==> src/core/lapd_tx_pkg.sv <==
// Constants for the E3 path maintenance link message transmitter.
// Assumes a single 25 MHz clock domain.
package lapd_tx_pkg;
    localparam logic [7:0]  FLAG_OCTET       = 8'h7e;
    localparam logic [5:0]  SAPI_VALUE       = 6'h0f;
    localparam logic [7:0]  ADDR_CMD_OCTET   = 8'h3c;
    localparam logic [7:0]  ADDR_RSP_OCTET   = 8'h3e;
    localparam logic [6:0]  TEI_VALUE        = 7'h00;
    localparam logic [7:0]  TEI_OCTET        = 8'h01;
    localparam logic [7:0]  CONTROL_OCTET    = 8'h03;
    localparam logic [15:0] CRC_POLY         = 16'h1021;
    localparam logic [15:0] CRC_INIT         = 16'hffff;
    localparam logic [7:0]  BUF_BASE_ADDR    = 8'h86;
    localparam logic [7:0]  BUF_LAST_ADDR    = 8'hdd;
    localparam int          BUF_DEPTH        = 88;
    localparam logic [6:0]  PAYLOAD_SHORT    = 7'd76;
    localparam logic [6:0]  PAYLOAD_LONG     = 7'd82;
    localparam int          CLK_HZ           = 25_000_000;
    localparam int          RETX_PERIOD_S    = 1;
    localparam int          RETX_CYCLES      = CLK_HZ * RETX_PERIOD_S;
    localparam logic [2:0]  ONES_LIMIT       = 3'd5;
    typedef enum logic [2:0] {
        ST_IDLE, ST_HDR, ST_PAY, ST_FCS_HI, ST_FCS_LO, ST_CLOSE, ST_WAIT
    } tx_state_t;
endpackage
==> src/core/lapd_msg_tx.sv <==
// E3 path maintenance link message transmitter: frames the buffered payload as
// an unnumbered LAP-D frame and shifts it bit by bit into the NR or GC byte.
// Assumes the overhead slot strobes come from the transmit framer on clk.
`timescale 1ns/100ps
module lapd_msg_tx #(
    parameter int RETX_CYCLES = lapd_tx_pkg::RETX_CYCLES
) (
    input  wire logic       clk,
    input  wire logic       rst_n,
    input  wire logic       buf_wr_en,
    input  wire logic [7:0] buf_wr_addr,
    input  wire logic [7:0] buf_wr_data,
    input  wire logic       tx_enable,
    input  wire logic       payload_size_select,
    input  wire logic       link_byte_select,
    input  wire logic       auto_retransmit,
    input  wire logic       response_bit,
    input  wire logic       send_cmd,
    input  wire logic       oh_bit_strobe,
    input  wire logic       oh_in_nr,
    input  wire logic       oh_in_gc,
    input  wire logic [7:0] nr_reg_byte,
    input  wire logic [2:0] oh_bit_index,
    input  wire logic [7:0] gc_reg_byte,
    output logic            oh_bit_out,
    output logic            busy
);
    // ------------------------------------------------------------
    // Message buffer
    // ------------------------------------------------------------
    logic [7:0] msg_mem [lapd_tx_pkg::BUF_DEPTH];
    wire  [7:0] wr_off    = buf_wr_addr - lapd_tx_pkg::BUF_BASE_ADDR;
    wire        wr_hit    = buf_wr_en && (buf_wr_addr >= lapd_tx_pkg::BUF_BASE_ADDR)
                            && (buf_wr_addr <= lapd_tx_pkg::BUF_LAST_ADDR);
    always_ff @(posedge clk) begin
        if (wr_hit) begin
            msg_mem[wr_off[6:0]] <= buf_wr_data;
        end
    end

    // ------------------------------------------------------------
    // Octet sequencer
    // ------------------------------------------------------------
    lapd_tx_pkg::tx_state_t state_reg;
    lapd_tx_pkg::tx_state_t state_next;
    logic [6:0]  idx_reg;
    logic [15:0] crc_reg;
    logic [31:0] timer_reg;
    logic        pend_reg;
    logic        size_reg;
    wire         q_ready;
    wire  [6:0]  pay_len  = size_reg ? lapd_tx_pkg::PAYLOAD_LONG
                                     : lapd_tx_pkg::PAYLOAD_SHORT;
    wire  [7:0]  addr_oct = response_bit ? lapd_tx_pkg::ADDR_RSP_OCTET
                                         : lapd_tx_pkg::ADDR_CMD_OCTET;
    wire  [7:0]  addr_chk = {lapd_tx_pkg::SAPI_VALUE, addr_oct[1:0]};
    wire  [7:0]  tei_oct  = {lapd_tx_pkg::TEI_VALUE, 1'b1};
    wire  [7:0]  hdr_oct  = (idx_reg == 7'd0) ? addr_chk :
                            (idx_reg == 7'd1) ? tei_oct :
                                                lapd_tx_pkg::CONTROL_OCTET;
    wire  [7:0]  pay_oct  = msg_mem[idx_reg];
    wire  [15:0] fcs      = ~crc_reg;
    wire  [7:0]  q_oct    = (state_reg == lapd_tx_pkg::ST_HDR)    ? hdr_oct :
                            (state_reg == lapd_tx_pkg::ST_PAY)    ? pay_oct :
                            (state_reg == lapd_tx_pkg::ST_FCS_HI) ? fcs[15:8] :
                            (state_reg == lapd_tx_pkg::ST_FCS_LO) ? fcs[7:0] :
                                                                    lapd_tx_pkg::FLAG_OCTET;
    // Flags are sent raw, everything else is stuffed
    wire         q_stuff  = (state_reg == lapd_tx_pkg::ST_HDR) ||
                            (state_reg == lapd_tx_pkg::ST_PAY) ||
                            (state_reg == lapd_tx_pkg::ST_FCS_HI) ||
                            (state_reg == lapd_tx_pkg::ST_FCS_LO);
    wire         q_push   = q_ready && tx_enable;
    wire         crc_take = q_push && ((state_reg == lapd_tx_pkg::ST_HDR) ||
                                       (state_reg == lapd_tx_pkg::ST_PAY));
    wire         timer_hit = (timer_reg >= RETX_CYCLES - 1);
    // Timer hit lasts one cycle, so it is held as a pending send
    wire         retx_due = auto_retransmit && timer_hit;
    wire         start    = pend_reg;

    function automatic logic [15:0] crc_step(input logic [15:0] c, input logic [7:0] d);
        logic [15:0] r;
        r = c;
        for (int i = 7; i >= 0; i--) begin
            r = (r[15] ^ d[i]) ? ((r << 1) ^ lapd_tx_pkg::CRC_POLY) : (r << 1);
        end
        return r;
    endfunction

    always_comb begin
        state_next = state_reg;
        case (state_reg)
            lapd_tx_pkg::ST_IDLE:   if (start) state_next = lapd_tx_pkg::ST_HDR;
            lapd_tx_pkg::ST_HDR:    if (idx_reg == 7'd2) state_next = lapd_tx_pkg::ST_PAY;
            lapd_tx_pkg::ST_PAY:    if (idx_reg == pay_len - 7'd1) state_next = lapd_tx_pkg::ST_FCS_HI;
            lapd_tx_pkg::ST_FCS_HI: state_next = lapd_tx_pkg::ST_FCS_LO;
            lapd_tx_pkg::ST_FCS_LO: state_next = lapd_tx_pkg::ST_CLOSE;
            lapd_tx_pkg::ST_CLOSE:  state_next = lapd_tx_pkg::ST_IDLE;
            default:                state_next = lapd_tx_pkg::ST_IDLE;
        endcase
    end

    always_ff @(posedge clk or negedge rst_n) begin
        if (!rst_n) begin
            state_reg <= lapd_tx_pkg::ST_IDLE;
            idx_reg   <= 7'd0;
            crc_reg   <= lapd_tx_pkg::CRC_INIT;
            size_reg  <= 1'b0;
        end else if (!tx_enable) begin
            state_reg <= lapd_tx_pkg::ST_IDLE;
            idx_reg   <= 7'd0;
        end else if (q_push) begin
            state_reg <= state_next;
            if (state_next != state_reg) idx_reg <= 7'd0;
            else idx_reg <= idx_reg + 7'd1;
            if (state_reg == lapd_tx_pkg::ST_IDLE) begin
                crc_reg  <= lapd_tx_pkg::CRC_INIT;
                size_reg <= payload_size_select;
            end else if (crc_take) begin
                crc_reg <= crc_step(crc_reg, q_oct);
            end
        end
    end

    // Send request and one-second repeat timer
    always_ff @(posedge clk or negedge rst_n) begin
        if (!rst_n) begin
            pend_reg  <= 1'b0;
            timer_reg <= 32'd0;
        end else begin
            if ((send_cmd && tx_enable) || retx_due) pend_reg <= 1'b1;
            else if (q_push && state_reg == lapd_tx_pkg::ST_IDLE && start) pend_reg <= 1'b0;
            if (!tx_enable || !auto_retransmit || timer_hit) timer_reg <= 32'd0;
            else timer_reg <= timer_reg + 32'd1;
        end
    end

    // ------------------------------------------------------------
    // Octet buffer and bit serialiser
    // ------------------------------------------------------------
    wire  [8:0] b_data;
    wire        b_valid;
    logic [7:0] sh_reg;
    logic [3:0] left_reg;
    logic       stuff_reg;
    logic [2:0] ones_reg;
    logic       pend_zero_reg;
    wire        slot      = oh_bit_strobe && (link_byte_select ? oh_in_nr : oh_in_gc);
    wire        load      = slot && (left_reg == 4'd0) && !pend_zero_reg;
    wire        have_bit  = (left_reg != 4'd0) || pend_zero_reg || b_valid;
    wire [7:0]  cur_oct   = (left_reg != 4'd0) ? sh_reg : b_data[7:0];
    wire        cur_stuff = (left_reg != 4'd0) ? stuff_reg : b_data[8];
    wire        data_bit  = pend_zero_reg ? 1'b0 : (have_bit ? cur_oct[7] : 1'b0);
    wire        idle_bit  = lapd_tx_pkg::FLAG_OCTET[oh_bit_index];
    wire        msg_bit   = have_bit ? data_bit : idle_bit;
    wire        nr_bit    = nr_reg_byte[oh_bit_index];
    wire        gc_bit    = gc_reg_byte[oh_bit_index];
    wire        line_bit  = link_byte_select ? (oh_in_nr ? msg_bit : gc_bit)
                                             : (oh_in_gc ? msg_bit : nr_bit);
    wire        emit_data = slot && !pend_zero_reg && ((left_reg != 4'd0) || b_valid);
    wire        hit_five  = cur_stuff && cur_oct[7] && (ones_reg == lapd_tx_pkg::ONES_LIMIT - 3'd1);

    lapd_skid_buf #(
        .WIDTH (9)
    ) u_octet_buf (
        .clk       (clk),
        .rst_n     (rst_n),
        .in_data   ({q_stuff, q_oct}),
        .in_valid  (tx_enable),
        .in_ready  (q_ready),
        .out_data  (b_data),
        .out_valid (b_valid),
        .out_ready (load)
    );

    always_ff @(posedge clk or negedge rst_n) begin
        if (!rst_n) begin
            sh_reg        <= 8'h00;
            left_reg      <= 4'd0;
            stuff_reg     <= 1'b0;
            ones_reg      <= 3'd0;
            pend_zero_reg <= 1'b0;
        end else if (slot) begin
            if (pend_zero_reg) begin
                pend_zero_reg <= 1'b0;
                ones_reg      <= 3'd0;
            end else if (emit_data) begin
                sh_reg        <= {cur_oct[6:0], 1'b0};
                left_reg      <= ((left_reg != 4'd0) ? left_reg : 4'd8) - 4'd1;
                stuff_reg     <= cur_stuff;
                pend_zero_reg <= hit_five;
                ones_reg      <= (!cur_stuff || !cur_oct[7]) ? 3'd0 : ones_reg + 3'd1;
            end
        end
    end

    always_ff @(posedge clk or negedge rst_n) begin
        if (!rst_n) begin
            oh_bit_out <= 1'b0;
            busy       <= 1'b0;
        end else begin
            if (oh_bit_strobe) oh_bit_out <= line_bit;
            busy <= (state_reg != lapd_tx_pkg::ST_IDLE);
        end
    end
endmodule

==> src/core/lapd_skid_buf.sv <==
// Two-entry valid/ready buffer for octets.
// Assumes the same clock and reset as the framer.
`timescale 1ns/100ps
module lapd_skid_buf #(
    parameter int WIDTH = 9
) (
    input  wire logic             clk,
    input  wire logic             rst_n,
    input  wire logic [WIDTH-1:0] in_data,
    input  wire logic             in_valid,
    output logic                  in_ready,
    output logic [WIDTH-1:0]      out_data,
    output logic                  out_valid,
    input  wire logic             out_ready
);
    logic [WIDTH-1:0] mem_reg [2];
    logic             wr_ptr_reg;
    logic             rd_ptr_reg;
    logic [1:0]       count_reg;
    wire              push = in_valid && in_ready;
    wire              pop  = out_valid && out_ready;

    assign in_ready  = (count_reg != 2'd2);
    assign out_valid = (count_reg != 2'd0);
    assign out_data  = mem_reg[rd_ptr_reg];

    always_ff @(posedge clk or negedge rst_n) begin
        if (!rst_n) begin
            wr_ptr_reg <= 1'b0;
            rd_ptr_reg <= 1'b0;
            count_reg  <= 2'd0;
            mem_reg[0] <= '0;
            mem_reg[1] <= '0;
        end else begin
            if (push) begin
                mem_reg[wr_ptr_reg] <= in_data;
                wr_ptr_reg          <= ~wr_ptr_reg;
            end
            if (pop) begin
                rd_ptr_reg <= ~rd_ptr_reg;
            end
            count_reg <= count_reg + {1'b0, push} - {1'b0, pop};
        end
    end
endmodule

==> config.mk <==
export PLATFORM = sky130hd
export DESIGN_NAME = lapd_msg_tx
export DESIGN_NICKNAME = d
export VERILOG_FILES = /design/src/core/lapd_tx_pkg.sv /design/src/core/lapd_msg_tx.sv /design/src/core/lapd_skid_buf.sv
export SDC_FILE = /design/constraint.sdc
export NUM_CORES = 1
export LEC_CHECK = 0
export BUFFER_PORTS_ARGS = -buffer_cell sky130_fd_sc_hd__buf_2
export CAP_MARGIN = 20
export CORE_ASPECT_RATIO = 2
export CORE_MARGIN = 2
export CORE_UTILIZATION = 65
export DETAILED_ROUTE_END_ITERATION = 6
export GPL_ROUTABILITY_DRIVEN = 1
export PLACE_DENSITY = 0.82
export SLEW_MARGIN = 0
export SYNTH_ARGS = -nofsm -noshare
export SYNTH_HDL_FRONTEND = slang
export SYNTH_SLANG_ARGS = --single-unit
==> constraint.sdc <==
create_clock -name clk -period 7.9 [get_ports clk]
set_clock_uncertainty 0.2 [all_clocks]
set_input_delay 0 -clock clk [delete_from_list [all_inputs] [get_ports clk]]
set_output_delay 0 -clock clk [all_outputs]
set_load 0.02 [all_outputs]
After elaboration in Yosys (flattened, before gate mapping) --
Memories as Yosys holds them, arrays and structs flattened. Index checks and enable logic that the tools add are counted.
Storage, ports and cells: bits in registers 100, RAM bits 704, bits in read-only memories 8, bits of input ports 47, output and inout port bits 2, logic and storage cells 170, memories 2
Memory list:
- msg_mem | words 88, width 8, rd ports 1, clocked after memory_dff 0, write ports 1, line lapd_msg_tx.sv:31 | logic [7:0] msg_mem [lapd_tx_pkg::BUF_DEPTH];
- (no name shown) | words 8, width 1, rd ports 1, clocked after memory_dff 0, write ports 0, line lapd_msg_tx.sv:154 | wire idle_bit = lapd_tx_pkg::FLAG_OCTET[oh_bit_index];
Cells by class: $add $sub $neg 8, magnitude comparators 7, eq/ne operators 11, mux-type cells 57, bitwise gates (word level) 22, reductions and logical operators 45
Operators with widths (count):
- $mux 13 | 8
- $mux 8 | 5
- $mux 9 | 4
- $add 32x1->32 const B | 1
- $ge 32x25->1 const B | 1
- $mux 16 | 2
- $mux 32 | 1
- $mux 3 | 8
- $not 3->3 | 8
- $mux 7 | 3
- $bwmux 18 | 1
- $logic_and 1x1->1 | 17
- $mux 1 | 16
- $not 16->16 | 1
- $pmux 3 s5 | 1
- $logic_or 1x1->1 | 10
- $demux 9 s1 | 1
- $reduce_and 3->1 | 3
- $ge 8x8->1 const B | 1
- $le 8x8->1 const B | 1
- $reduce_bool 2->1 | 4
- $xor 1x1->1 | 8
- $add 7x1->7 const B | 1
- $eq 7x1->1 const B | 1
- other kinds (31) | 43

Logic depth before layout (Yosys ltp) --
Gate-level depths: netlist of the first run.
depth in word-level cells 23, gate-level depth with buffers 16, mapped depth without buffers 11

Hierarchy --
A second synthesis of the first run with hierarchy kept.
Unflattened totals: cells, all modules 1882, area total of the unflattened synthesis 33218.1 um^2
By module, submodules not included:
- lapd_msg_tx | instances 1, cells an instance 1812, area an instance 32215.9 um^2, sequential area each 23112.2 um^2
- lapd_skid_buf | instances 1, cells an instance 70, area an instance 1002.2 um^2, sequential area each 550.5 um^2

Worst setup path before layout of the first run --
Ideal clock, no wire load.
path kind register to register, from register idx_reg[0], to register crc_reg[5], library setup time 93 ps, data arrival time 3018 ps, data required time 7607 ps, slack 4589 ps, cell stages (with the launch flop) 13, buffers on the path 4, period minus slack after synthesis 3311 ps, path through dfrtp_1 > buf_2 > buf_6 > buf_6 > buf_2 > mux4_2 > mux4_2 > o211ai_1 > a21oi_1 > xnor2_1 > xnor2_1 > xor2_1 > a21oi_1
Between the ends: word-level cells in the longest chain between the ends 13, elaborated cells on any way between the ends 17, those cells by class mux: 11; bitwise: 4; reduce/logical: 1; memory: 1
Ends and longest elaborated chain:
- from (decl) | line lapd_msg_tx.sv:46 | logic [6:0] idx_reg;
- from (signal assigned) | line lapd_msg_tx.sv:115 | else idx_reg <= idx_reg + 7'd1;
- $mem_v2 88x8 / $logic_not 7->1 (equally long branches)
- $mux 8 / $mux 6 (equally long branches) | line lapd_msg_tx.sv:64, lapd_msg_tx.sv:58
- $mux 8 (*) | line lapd_msg_tx.sv:63 | wire [7:0] q_oct = (state_reg == lapd_tx_pkg::ST_HDR) ? hdr_oct :
- $xor 1x1->1 | line lapd_msg_tx.sv:85 | r = (r[15] ^ d[i]) ? ((r << 1) ^ lapd_tx_pkg::CRC_POLY) : (r << 1);
- $mux 13 (5 in series) | line lapd_msg_tx.sv:85
- $not 3->3 (no line)
- $mux 13 (*) | line lapd_msg_tx.sv:85
- $mux 16 (*) | line lapd_msg_tx.sv:119 | end else if (crc_take) begin
- $mux 16 (*) | line lapd_msg_tx.sv:116 | if (state_reg == lapd_tx_pkg::ST_IDLE) begin
- to (signal assigned) | line lapd_msg_tx.sv:107 | crc_reg <= lapd_tx_pkg::CRC_INIT;
- to (signal assigned) | line lapd_msg_tx.sv:117 | crc_reg <= lapd_tx_pkg::CRC_INIT;
- to (signal assigned) | line lapd_msg_tx.sv:120 | crc_reg <= crc_step(crc_reg, q_oct);
- to (decl) | line lapd_msg_tx.sv:47 | logic [15:0] crc_reg;
Every way passes the cells marked *; elsewhere a longest branch is shown, timed or not. The select of a mux whose other input is x is not followed. A chain may end at the register's enable or synchronous reset.

Worst setup path after layout of the first run --
from register idx_reg[1], to register crc_reg[15]
Between the ends: word-level cells in the longest chain between the ends 9, elaborated cells on any way between the ends 11, those cells by class mux: 7; bitwise: 2; reduce/logical: 1; memory: 1
Ends and longest elaborated chain:
- $mem_v2 88x8
- $mux 8 | line lapd_msg_tx.sv:64 | (state_reg == lapd_tx_pkg::ST_PAY) ? pay_oct :
- $mux 8 (*) | line lapd_msg_tx.sv:63
- $xor 1x1->1 | line lapd_msg_tx.sv:85
- $mux 13 | line lapd_msg_tx.sv:85
- $xor 1x1->1 (*) | line lapd_msg_tx.sv:85
- $mux 13 (*) | line lapd_msg_tx.sv:85
- $mux 16 (*) | line lapd_msg_tx.sv:119
- $mux 16 (*) | line lapd_msg_tx.sv:116
Marked as above.

==> reports/results.ini, run 1 <==
[timing]
fin_setup_tns_ps=0
fin_crit_ps=4563
period_share_pct=57.76
slew_headroom_pct=21.71
worstMarginPinSlew_ps=1170
clock.fmax_mhz=219.2
setup_viol=0
hold_viol_final=0
final_max_slew_viol_count=0
rsz0062_at_grt=no

[logic_synthesis]
syn_avg_cell_area_um2=17.45
ys_types=69
async_flop_share_pct=12.44
netlist_instances=1875
synthXorXnorAreaFrac_pct=1.384
ys.flop_type=edfxtp_1
ys_ff_latch=804
synthAdderAreaFrac_pct=0.3824
synthMuxAreaShare_pct=13.98
ys_seq_area_share_pct=72.31
yosys_warnings=0
synth_top_family_by_area=multiplexers
synth_edf_count=704
synth-simple-area-share_pct=5.900
syn_area_um2=32720
synth_compound_area_share_pct=4.286

[placement]
dp_hpwl_um=52090
gp_routability_congestion=1.062
dpl.cell_count=2508
port_buffers=48

[final_layout]
multiInputGateArea_um2=8524
largest_reg_flops=704
drive_above_1_share_pct=20.16
regArea_um2=23670
syn_to_final_growth_pct=10.39
n_fill_cell=2874
layout.nets=2014
instances_no_fill=2660

[setup_path]
cp.arrival_ps=4910
crit_type=reg2reg
cp-end-kind=register
cp_max_fo=91
cp-start-kind=register
crit_required_ps=8250

[global_routing]
grt_use_met2_pct=57.01
use_met3_pct=7.789
grt_use_met1_pct=36.39
grt_first_pass_wirelength_um=124500
grt_max_degree=92
grt.total_usage_pct=33.62
antenna_found_initial=3
first_global_vias=18915
grt.busiest_layer=met2
gr-total-overflow=0

[power_and_ir_drop]
combinationalPowerShare_pct=19.9
p_switching_uw=2820
power.density_nw_per_um2=290.4
seqPwrFrac_pct=47.2
internal_power_uw=7669
ir_drop_mv=0.2239
p_sw_share_pct=26.88
p_clk_share_pct=33.0
p_total_uw=10490
p_leak_uw=0.01158

[clocking]
ctsResizeCount=0
cts_buffers=67
cts_buffer_depth=3
cts_tree=built
clk_pin_slew_ps=70
h-tree-depth=3
root_buffer=clkbuf_16
cts_num_sinks=804
clk-insertion-delay-late_ps=620

[detailed_routing]
dr.first_iter.drc_count=2537
drtPass1Iterations=6
ant_nets=0
vias=18323
drt-total-wl_um=84540
wl_per_cell_um=31.78
drc=0
via_per_inst=6.888

[floorplan]
fp.dieH_um=321.3
ios=49
die_width_um=162.7
die_area_um2=52260
start_util_pct=65.54
rows=116
core_area_um2=49930

[run_status]
outcome=finished, final reports clean

[hold_path]
min_path_type=in2reg

[run]
max_cap_violations=0

-- final timing paths --
| kind | endpoint | from | slack [ps] | cells after the start |
|---|---|---|---|---|
| setup / recovery | crc_reg[15]$_DFFE_PN1P_ | idx_reg[1]$_DFFE_PN0P_ | 3340 | 11 |
| hold / removal | oh_bit_out$_DFFE_PN0P_ | link_byte_select | 100 | 4 |
| setup reg to reg | crc_reg[15]$_DFFE_PN1P_ | idx_reg[1]$_DFFE_PN0P_ | 3340 | 11 |
| max in group asynchronous | idx_reg[0]$_DFFE_PN0P_ | rst_n | 6440 | 4 |
| min in group asynchronous | crc_reg[0]$_DFFE_PN1P_ | rst_n | 320 | 3 |
| hold reg to reg | sh_reg[6]$_DFFE_PN0P_ | sh_reg[6]$_DFFE_PN0P_ | 270 | 2 |
-- cells in the final DEF (no fill, tap or decap), drive strengths merged, types with 8 or more instances in the layout --
master,instances
xor2,20
nand2b,14
a221oi,14
dfrtp,84
nand3,28
nor3,22
and3,18
mux4,155
buf,78
and2,8
nand4,8
inv,27
dfstp,16
mux2,43
a22o,8
bufinv,10
nor2,184
dlygate4sd3,24
a21oi,37
nand2,104
clkinv,24
xnor2,30
edfxtp,704
nor2b,15
o211ai,8
o22ai,15
a22oi,23
ha,10
mux2i,60
o31ai,8
o21ai,40
a31oi,9
clkbuf,79
-- critical path, cell delays in order, from the launching register on --
cell	delay [ps]
dfrtp_4	920
buf_12	490
mux2_2	420
a221oi_1	300
and3_1	400
a311oi_1	90
o21ai_0	520
a31oi_1	170
nor2_1	370
xnor2_2	170
xnor2_1	160
a21oi_1	160
-- stage by stage --
stage | utilization (%) | instance area (µm²) | hold slack [ps] | worst slack, ps
4_1_cts | 72.23 | 36060 | 8.885 | 3339
2_1_floorplan | - | 32750 | -495.6 | 4589
6_report | 72.35 | 36120 | 103.9 | 3337
3_5_place_dp | 67.20 | 33550 | -144.6 | 3358
5_1_grt | 72.34 | 36120 | 131.6 | 3060
3_3_place_gp | 67.20 | 33550 | -157.4 | 3421
-- layer usage --
metal,share of wire [%],routed length (µm)
met1,30,25340
met2,51,43530
met3,9.2,7742
met4,9.4,7933
met5,0,0
-- area by class of cell --
class | instances | share of cell area, %
well taps | 649 | 2.248
repair buffers | 102 | 2.096
flip-flops and latches | 804 | 65.53
clock inverters | 42 | 1.386
clock buffers | 79 | 4.884
multi-input cells | 959 | 23.60
inverters | 23 | 0.2390
diodes | 2 | 0.01386
-- synthesized netlist by cell type, types with 18 or more instances --
library cell / count / area, µm²
clkbuf_1: 51 / 191.4
xnor2_1: 28 / 245.2
mux2i_1: 60 / 600.6
and3_1: 18 / 112.6
mux2_2: 43 / 484.2
nand3_1: 28 / 140.1
inv_1: 22 / 82.58
a22oi_1: 23 / 172.7
nor2_1: 184 / 690.7
xor2_1: 20 / 175.2
edfxtp_1: 704 / 21140
dfrtp_1: 84 / 2102
o21ai_0: 40 / 200.2
a21oi_1: 37 / 185.2
nor3_1: 22 / 110.1
nand2_1: 104 / 390.4
mux4_2: 155 / 3491
-- kinds of logic (layout without fill, tap and decap cells) --
logic type                 after synthesis  after routing
xor gates and xnor gates                50             50
DFF                                    804            804
buffers and inverters                  118            246
adders and majority gates               10             10
muxes                                  258            258
AOI/OAI and AO/OA                      205            205
other                                    1              9
and+or+nand+nor                        429            429
-- power groups by stage --
stage	clock (µW)	sequential (µW)	combinational, µW
3_3_place_gp	0	5030	1990
2_1_floorplan	0	4930	1580
4_1_cts	3470	4950	2060
3_5_place_dp	0	5040	2030
6_report	3460	4950	2080
5_1_grt	3620	4970	2200
-- repair_timing --
item,in CTS,in global routing
hold endpoints to repair,457,1
buffers inserted,0,0
hold buffers,24,1
(Power assumes the default switching activity.)
==> run 2: changes to the inputs <==
--- a/config.mk
+++ b/config.mk
@@ -5,14 +5,15 @@
 export SDC_FILE = /design/constraint.sdc
 export NUM_CORES = 1
 export LEC_CHECK = 0
+export ABC_AREA = 1
 export BUFFER_PORTS_ARGS = -buffer_cell sky130_fd_sc_hd__buf_2
 export CAP_MARGIN = 20
 export CORE_ASPECT_RATIO = 2
 export CORE_MARGIN = 2
-export CORE_UTILIZATION = 65
+export CORE_UTILIZATION = 63
 export DETAILED_ROUTE_END_ITERATION = 6
 export GPL_ROUTABILITY_DRIVEN = 1
-export PLACE_DENSITY = 0.82
+export PLACE_DENSITY = 0.8
 export SLEW_MARGIN = 0
 export SYNTH_ARGS = -nofsm -noshare
 export SYNTH_HDL_FRONTEND = slang
==> constraint.sdc (replaced) <==
create_clock -name clk -period 4.3 [get_ports clk]
set_clock_uncertainty 0.2 [all_clocks]
set_input_delay 0 -clock clk [delete_from_list [all_inputs] [get_ports clk]]
set_output_delay 0 -clock clk [all_outputs]
set_load 0.02 [all_outputs]
==> run 2 against run 1 <==
Against the previous run: non-clock buffer count rose by 38; core utilization fell by 2.9 points; global-route usage fell by 2.1 points; clock-buffer cell count rose by 6; routed wire length rose by 5.7%; critical path depth rose by 9; die area rose by 9.2%; sequential power rose by 81%; final cell count rose by 52%; cell area rose by 4.7%; combinational power rose by 86%; critical endpoint unchanged; largest power group unchanged; highest routed layer unchanged.
==> reports/results.ini, run 2 <==
[setup_path]
crit_required_ps=4650
slowest_delay_ps=580
cp.arrival_ps=4210
crit_family=simple AND/OR/NAND/NOR gates
cp_max_fo=23
reg2regPathDepth=20
path_depth=20
crit_type=reg2reg
reg2reg_slack_ps=450
cp-start-kind=register
crit_slowest_cell=dfrtp_1
cp-end-kind=register
path_cells=inv_2 -> nor2_2 -> buf_4 -> clkinv_1 -> buf_4 -> a21oi_1 -> nor2_1 -> nand2_1 -> nand3_1 -> nand3_1 -> nand2_1 -> nand2_2 -> nand2_2 -> nand2_2 -> inv_2 -> nand2_1 -> nand3_1 -> nand3_1 -> nand2_1 -> inv_1
crit_buf_inv=6

[logic_synthesis]
ys_seq_area_share_pct=68.21
yosysTopAreaCellShare_pct=60.94
syn_area_um2=34690
synth.largest_area_cell=edfxtp_1
ys_types=50
yosys_warnings=0
netlist_instances=3263
ys.flop_type=edfxtp_1
synthTopCellsByCount=nand2_1, edfxtp_1, nor2_1
yosysMostFrequentCell=nand2_1
ys_top_cells_by_area=edfxtp_1, nand2_1, dfrtp_1, nand3_1, nor2_1
syn_avg_cell_area_um2=10.63
async_flop_share_pct=12.44
ys_ff_latch=804
synth_edf_count=704

[timing]
rsz0062_at_grt=no
hold_viol_final=0
setup_viol=0
period_share_pct=89.60
fin_setup_tns_ps=0
final_max_slew_viol_count=0
worstMarginPinSlew_ps=1133
slew_headroom_pct=24.46
clock.fmax_mhz=259.6
fin_crit_ps=3853

[clocking]
clk_pin_slew_ps=70
cts_num_sinks=804
clk-insertion-delay-late_ps=610
cts_tree=built
h-tree-depth=3
cts_buffer_depth=3
cts_buffers=68
root_buffer=clkbuf_16

[floorplan]
rows=121
die_width_um=169.9
die_area_um2=57070
fp.dieH_um=335.9
start_util_pct=63.65
core_area_um2=54500
ios=49

[final_layout]
final_util_pct=69.41
largest_reg_flops=704
drive_above_1_share_pct=8.034
layout.nets=3378
final_common_cell=nand2_1
n_fill_cell=3703
syn_to_final_growth_pct=9.038
regArea_um2=23670
mostFrequentLayoutCells=nand2_1, edfxtp_1, nor2_1, nand3_1, inv_1
multiInputGateArea_um2=9251

[global_routing]
antenna_found_initial=1
grt_max_degree=92
grt_first_pass_wirelength_um=134800
grt.total_usage_pct=31.49
gr-total-overflow=0
first_global_vias=24373

[detailed_routing]
drc=0
drt-total-wl_um=89380
drtPass1Iterations=6
wl_per_cell_um=22.07
vias=24532
ant_nets=0
via_per_inst=6.057
dr.first_iter.drc_count=3089

[run]
max_cap_violations=0

[power_and_ir_drop]
power.density_nw_per_um2=502.7
p_leak_uw=0.01447
p_total_uw=19020
ir_drop_mv=0.2757

[placement]
dp_hpwl_um=55830
gp_routability_congestion=0.9844
port_buffers=48

[hold_path]
min_path_type=in2reg
holdPathStages=2

[run_status]
outcome=finished, final reports clean

run 2: changes by cell type in the layout (fill, tap and decap cells not counted), moves of 22 or more:
cell     delta
buf_4      +35
o21ai_0   +114
mux2i_1    -60
xnor2_1    -22
mux4_2    -155
a21oi_1    +54
o21ai_1    +52
mux2_2     -43
nand3_1   +283
inv_1     +153
nor2_1    +209
nand2_1   +859
run 2: cell families after synthesis:
kind of cell	synth area share, %
AO/OA/AOI/OAI	5.370
XOR/XNOR	0.3787
adder cells (fa/ha/maj)	0.3607
buffers and inverters	5.233
flip-flops	68.21
other	0.01081
AND/OR/NAND/NOR	20.44
run 2: final cells by class:
cell class                 instances  share of cell area [%]
sequential                       804                   62.57
multi-input combinational       2117                   24.46
clock buffer                      85                   4.836
timing repair buffer             140                   3.010
tap                              676                   2.236
inverter                         190                   1.912
clock inverter                    37                  0.9691
antenna                            1                0.006615
run 2: worst register-to-register path: stages, from the launching register on:
cell      delay (ps)
dfrtp_1          580
inv_2            210
nor2_2           140
buf_4            340
clkinv_1         130
buf_4            190
a21oi_1          240
nor2_1           100
nand2_1           80
nand3_1          240
nand3_1          260
nand2_1          280
nand2_2          190
nand2_2           70
nand2_2          120
inv_2             70
nand2_1          100
nand3_1           80
nand3_1           80
nand2_1           50
inv_1             50
run 2: metal layers:
layer | wire length (µm) | GRT usage (%)
met5 | 0 | 0
met4 | 7039 | 23.11
met3 | 7191 | 4.767
met2 | 45490 | 54.86
met1 | 29660 | 34.84
run 2: path summary, 6_finish.rpt:
kind                                         from                                  end
max                        idx_reg[2]$_DFFE_PN0P_              crc_reg[15]$_DFFE_PN1P_
min                                buf_wr_data[6]             msg_mem[38][6]$_DFFE_PP_
max reg2reg                idx_reg[2]$_DFFE_PN0P_              crc_reg[15]$_DFFE_PN1P_
min reg2reg                timer_reg[0]$_DFF_PN0_               timer_reg[0]$_DFF_PN0_
max in group asynchronous                   rst_n  u_octet_buf.mem_reg[12]$_DFFE_PN0P_
min in group asynchronous                   rst_n               crc_reg[9]$_DFFE_PN1P_
run 2: report_power, final:
group / total, µW / switching (µW) / internal [µW] / leakage [µW]
sequential: 8970 / 198 / 8780 / 0.00758
combinational: 3860 / 2760 / 1100 / 0.00581
clock: 6180 / 2730 / 3460 / 0.00107
total: 19000 / 5680 / 13300 / 0.0145
run 2: through the flow:
stage          cells  setup WS, ps  hold WS [ps]  area [µm²]
2_1_floorplan   3269          1930        -495.6       34710
3_3_place_gp    3900         650.4        -124.0       35340
3_5_place_dp    3900         619.2        -125.9       35340
4_1_cts         4049         554.2         15.20       37830
5_1_grt         4050         125.7         63.14       37830
6_report        4050         447.2         16.53       37830
run 2: what timing repair did:
item	in CTS	in global routing
hold buffers	27	0
endpoints found under the setup margin	0	0
endpoints found under the hold margin	503	0
resized for setup	0	0
buffers inserted	0	0
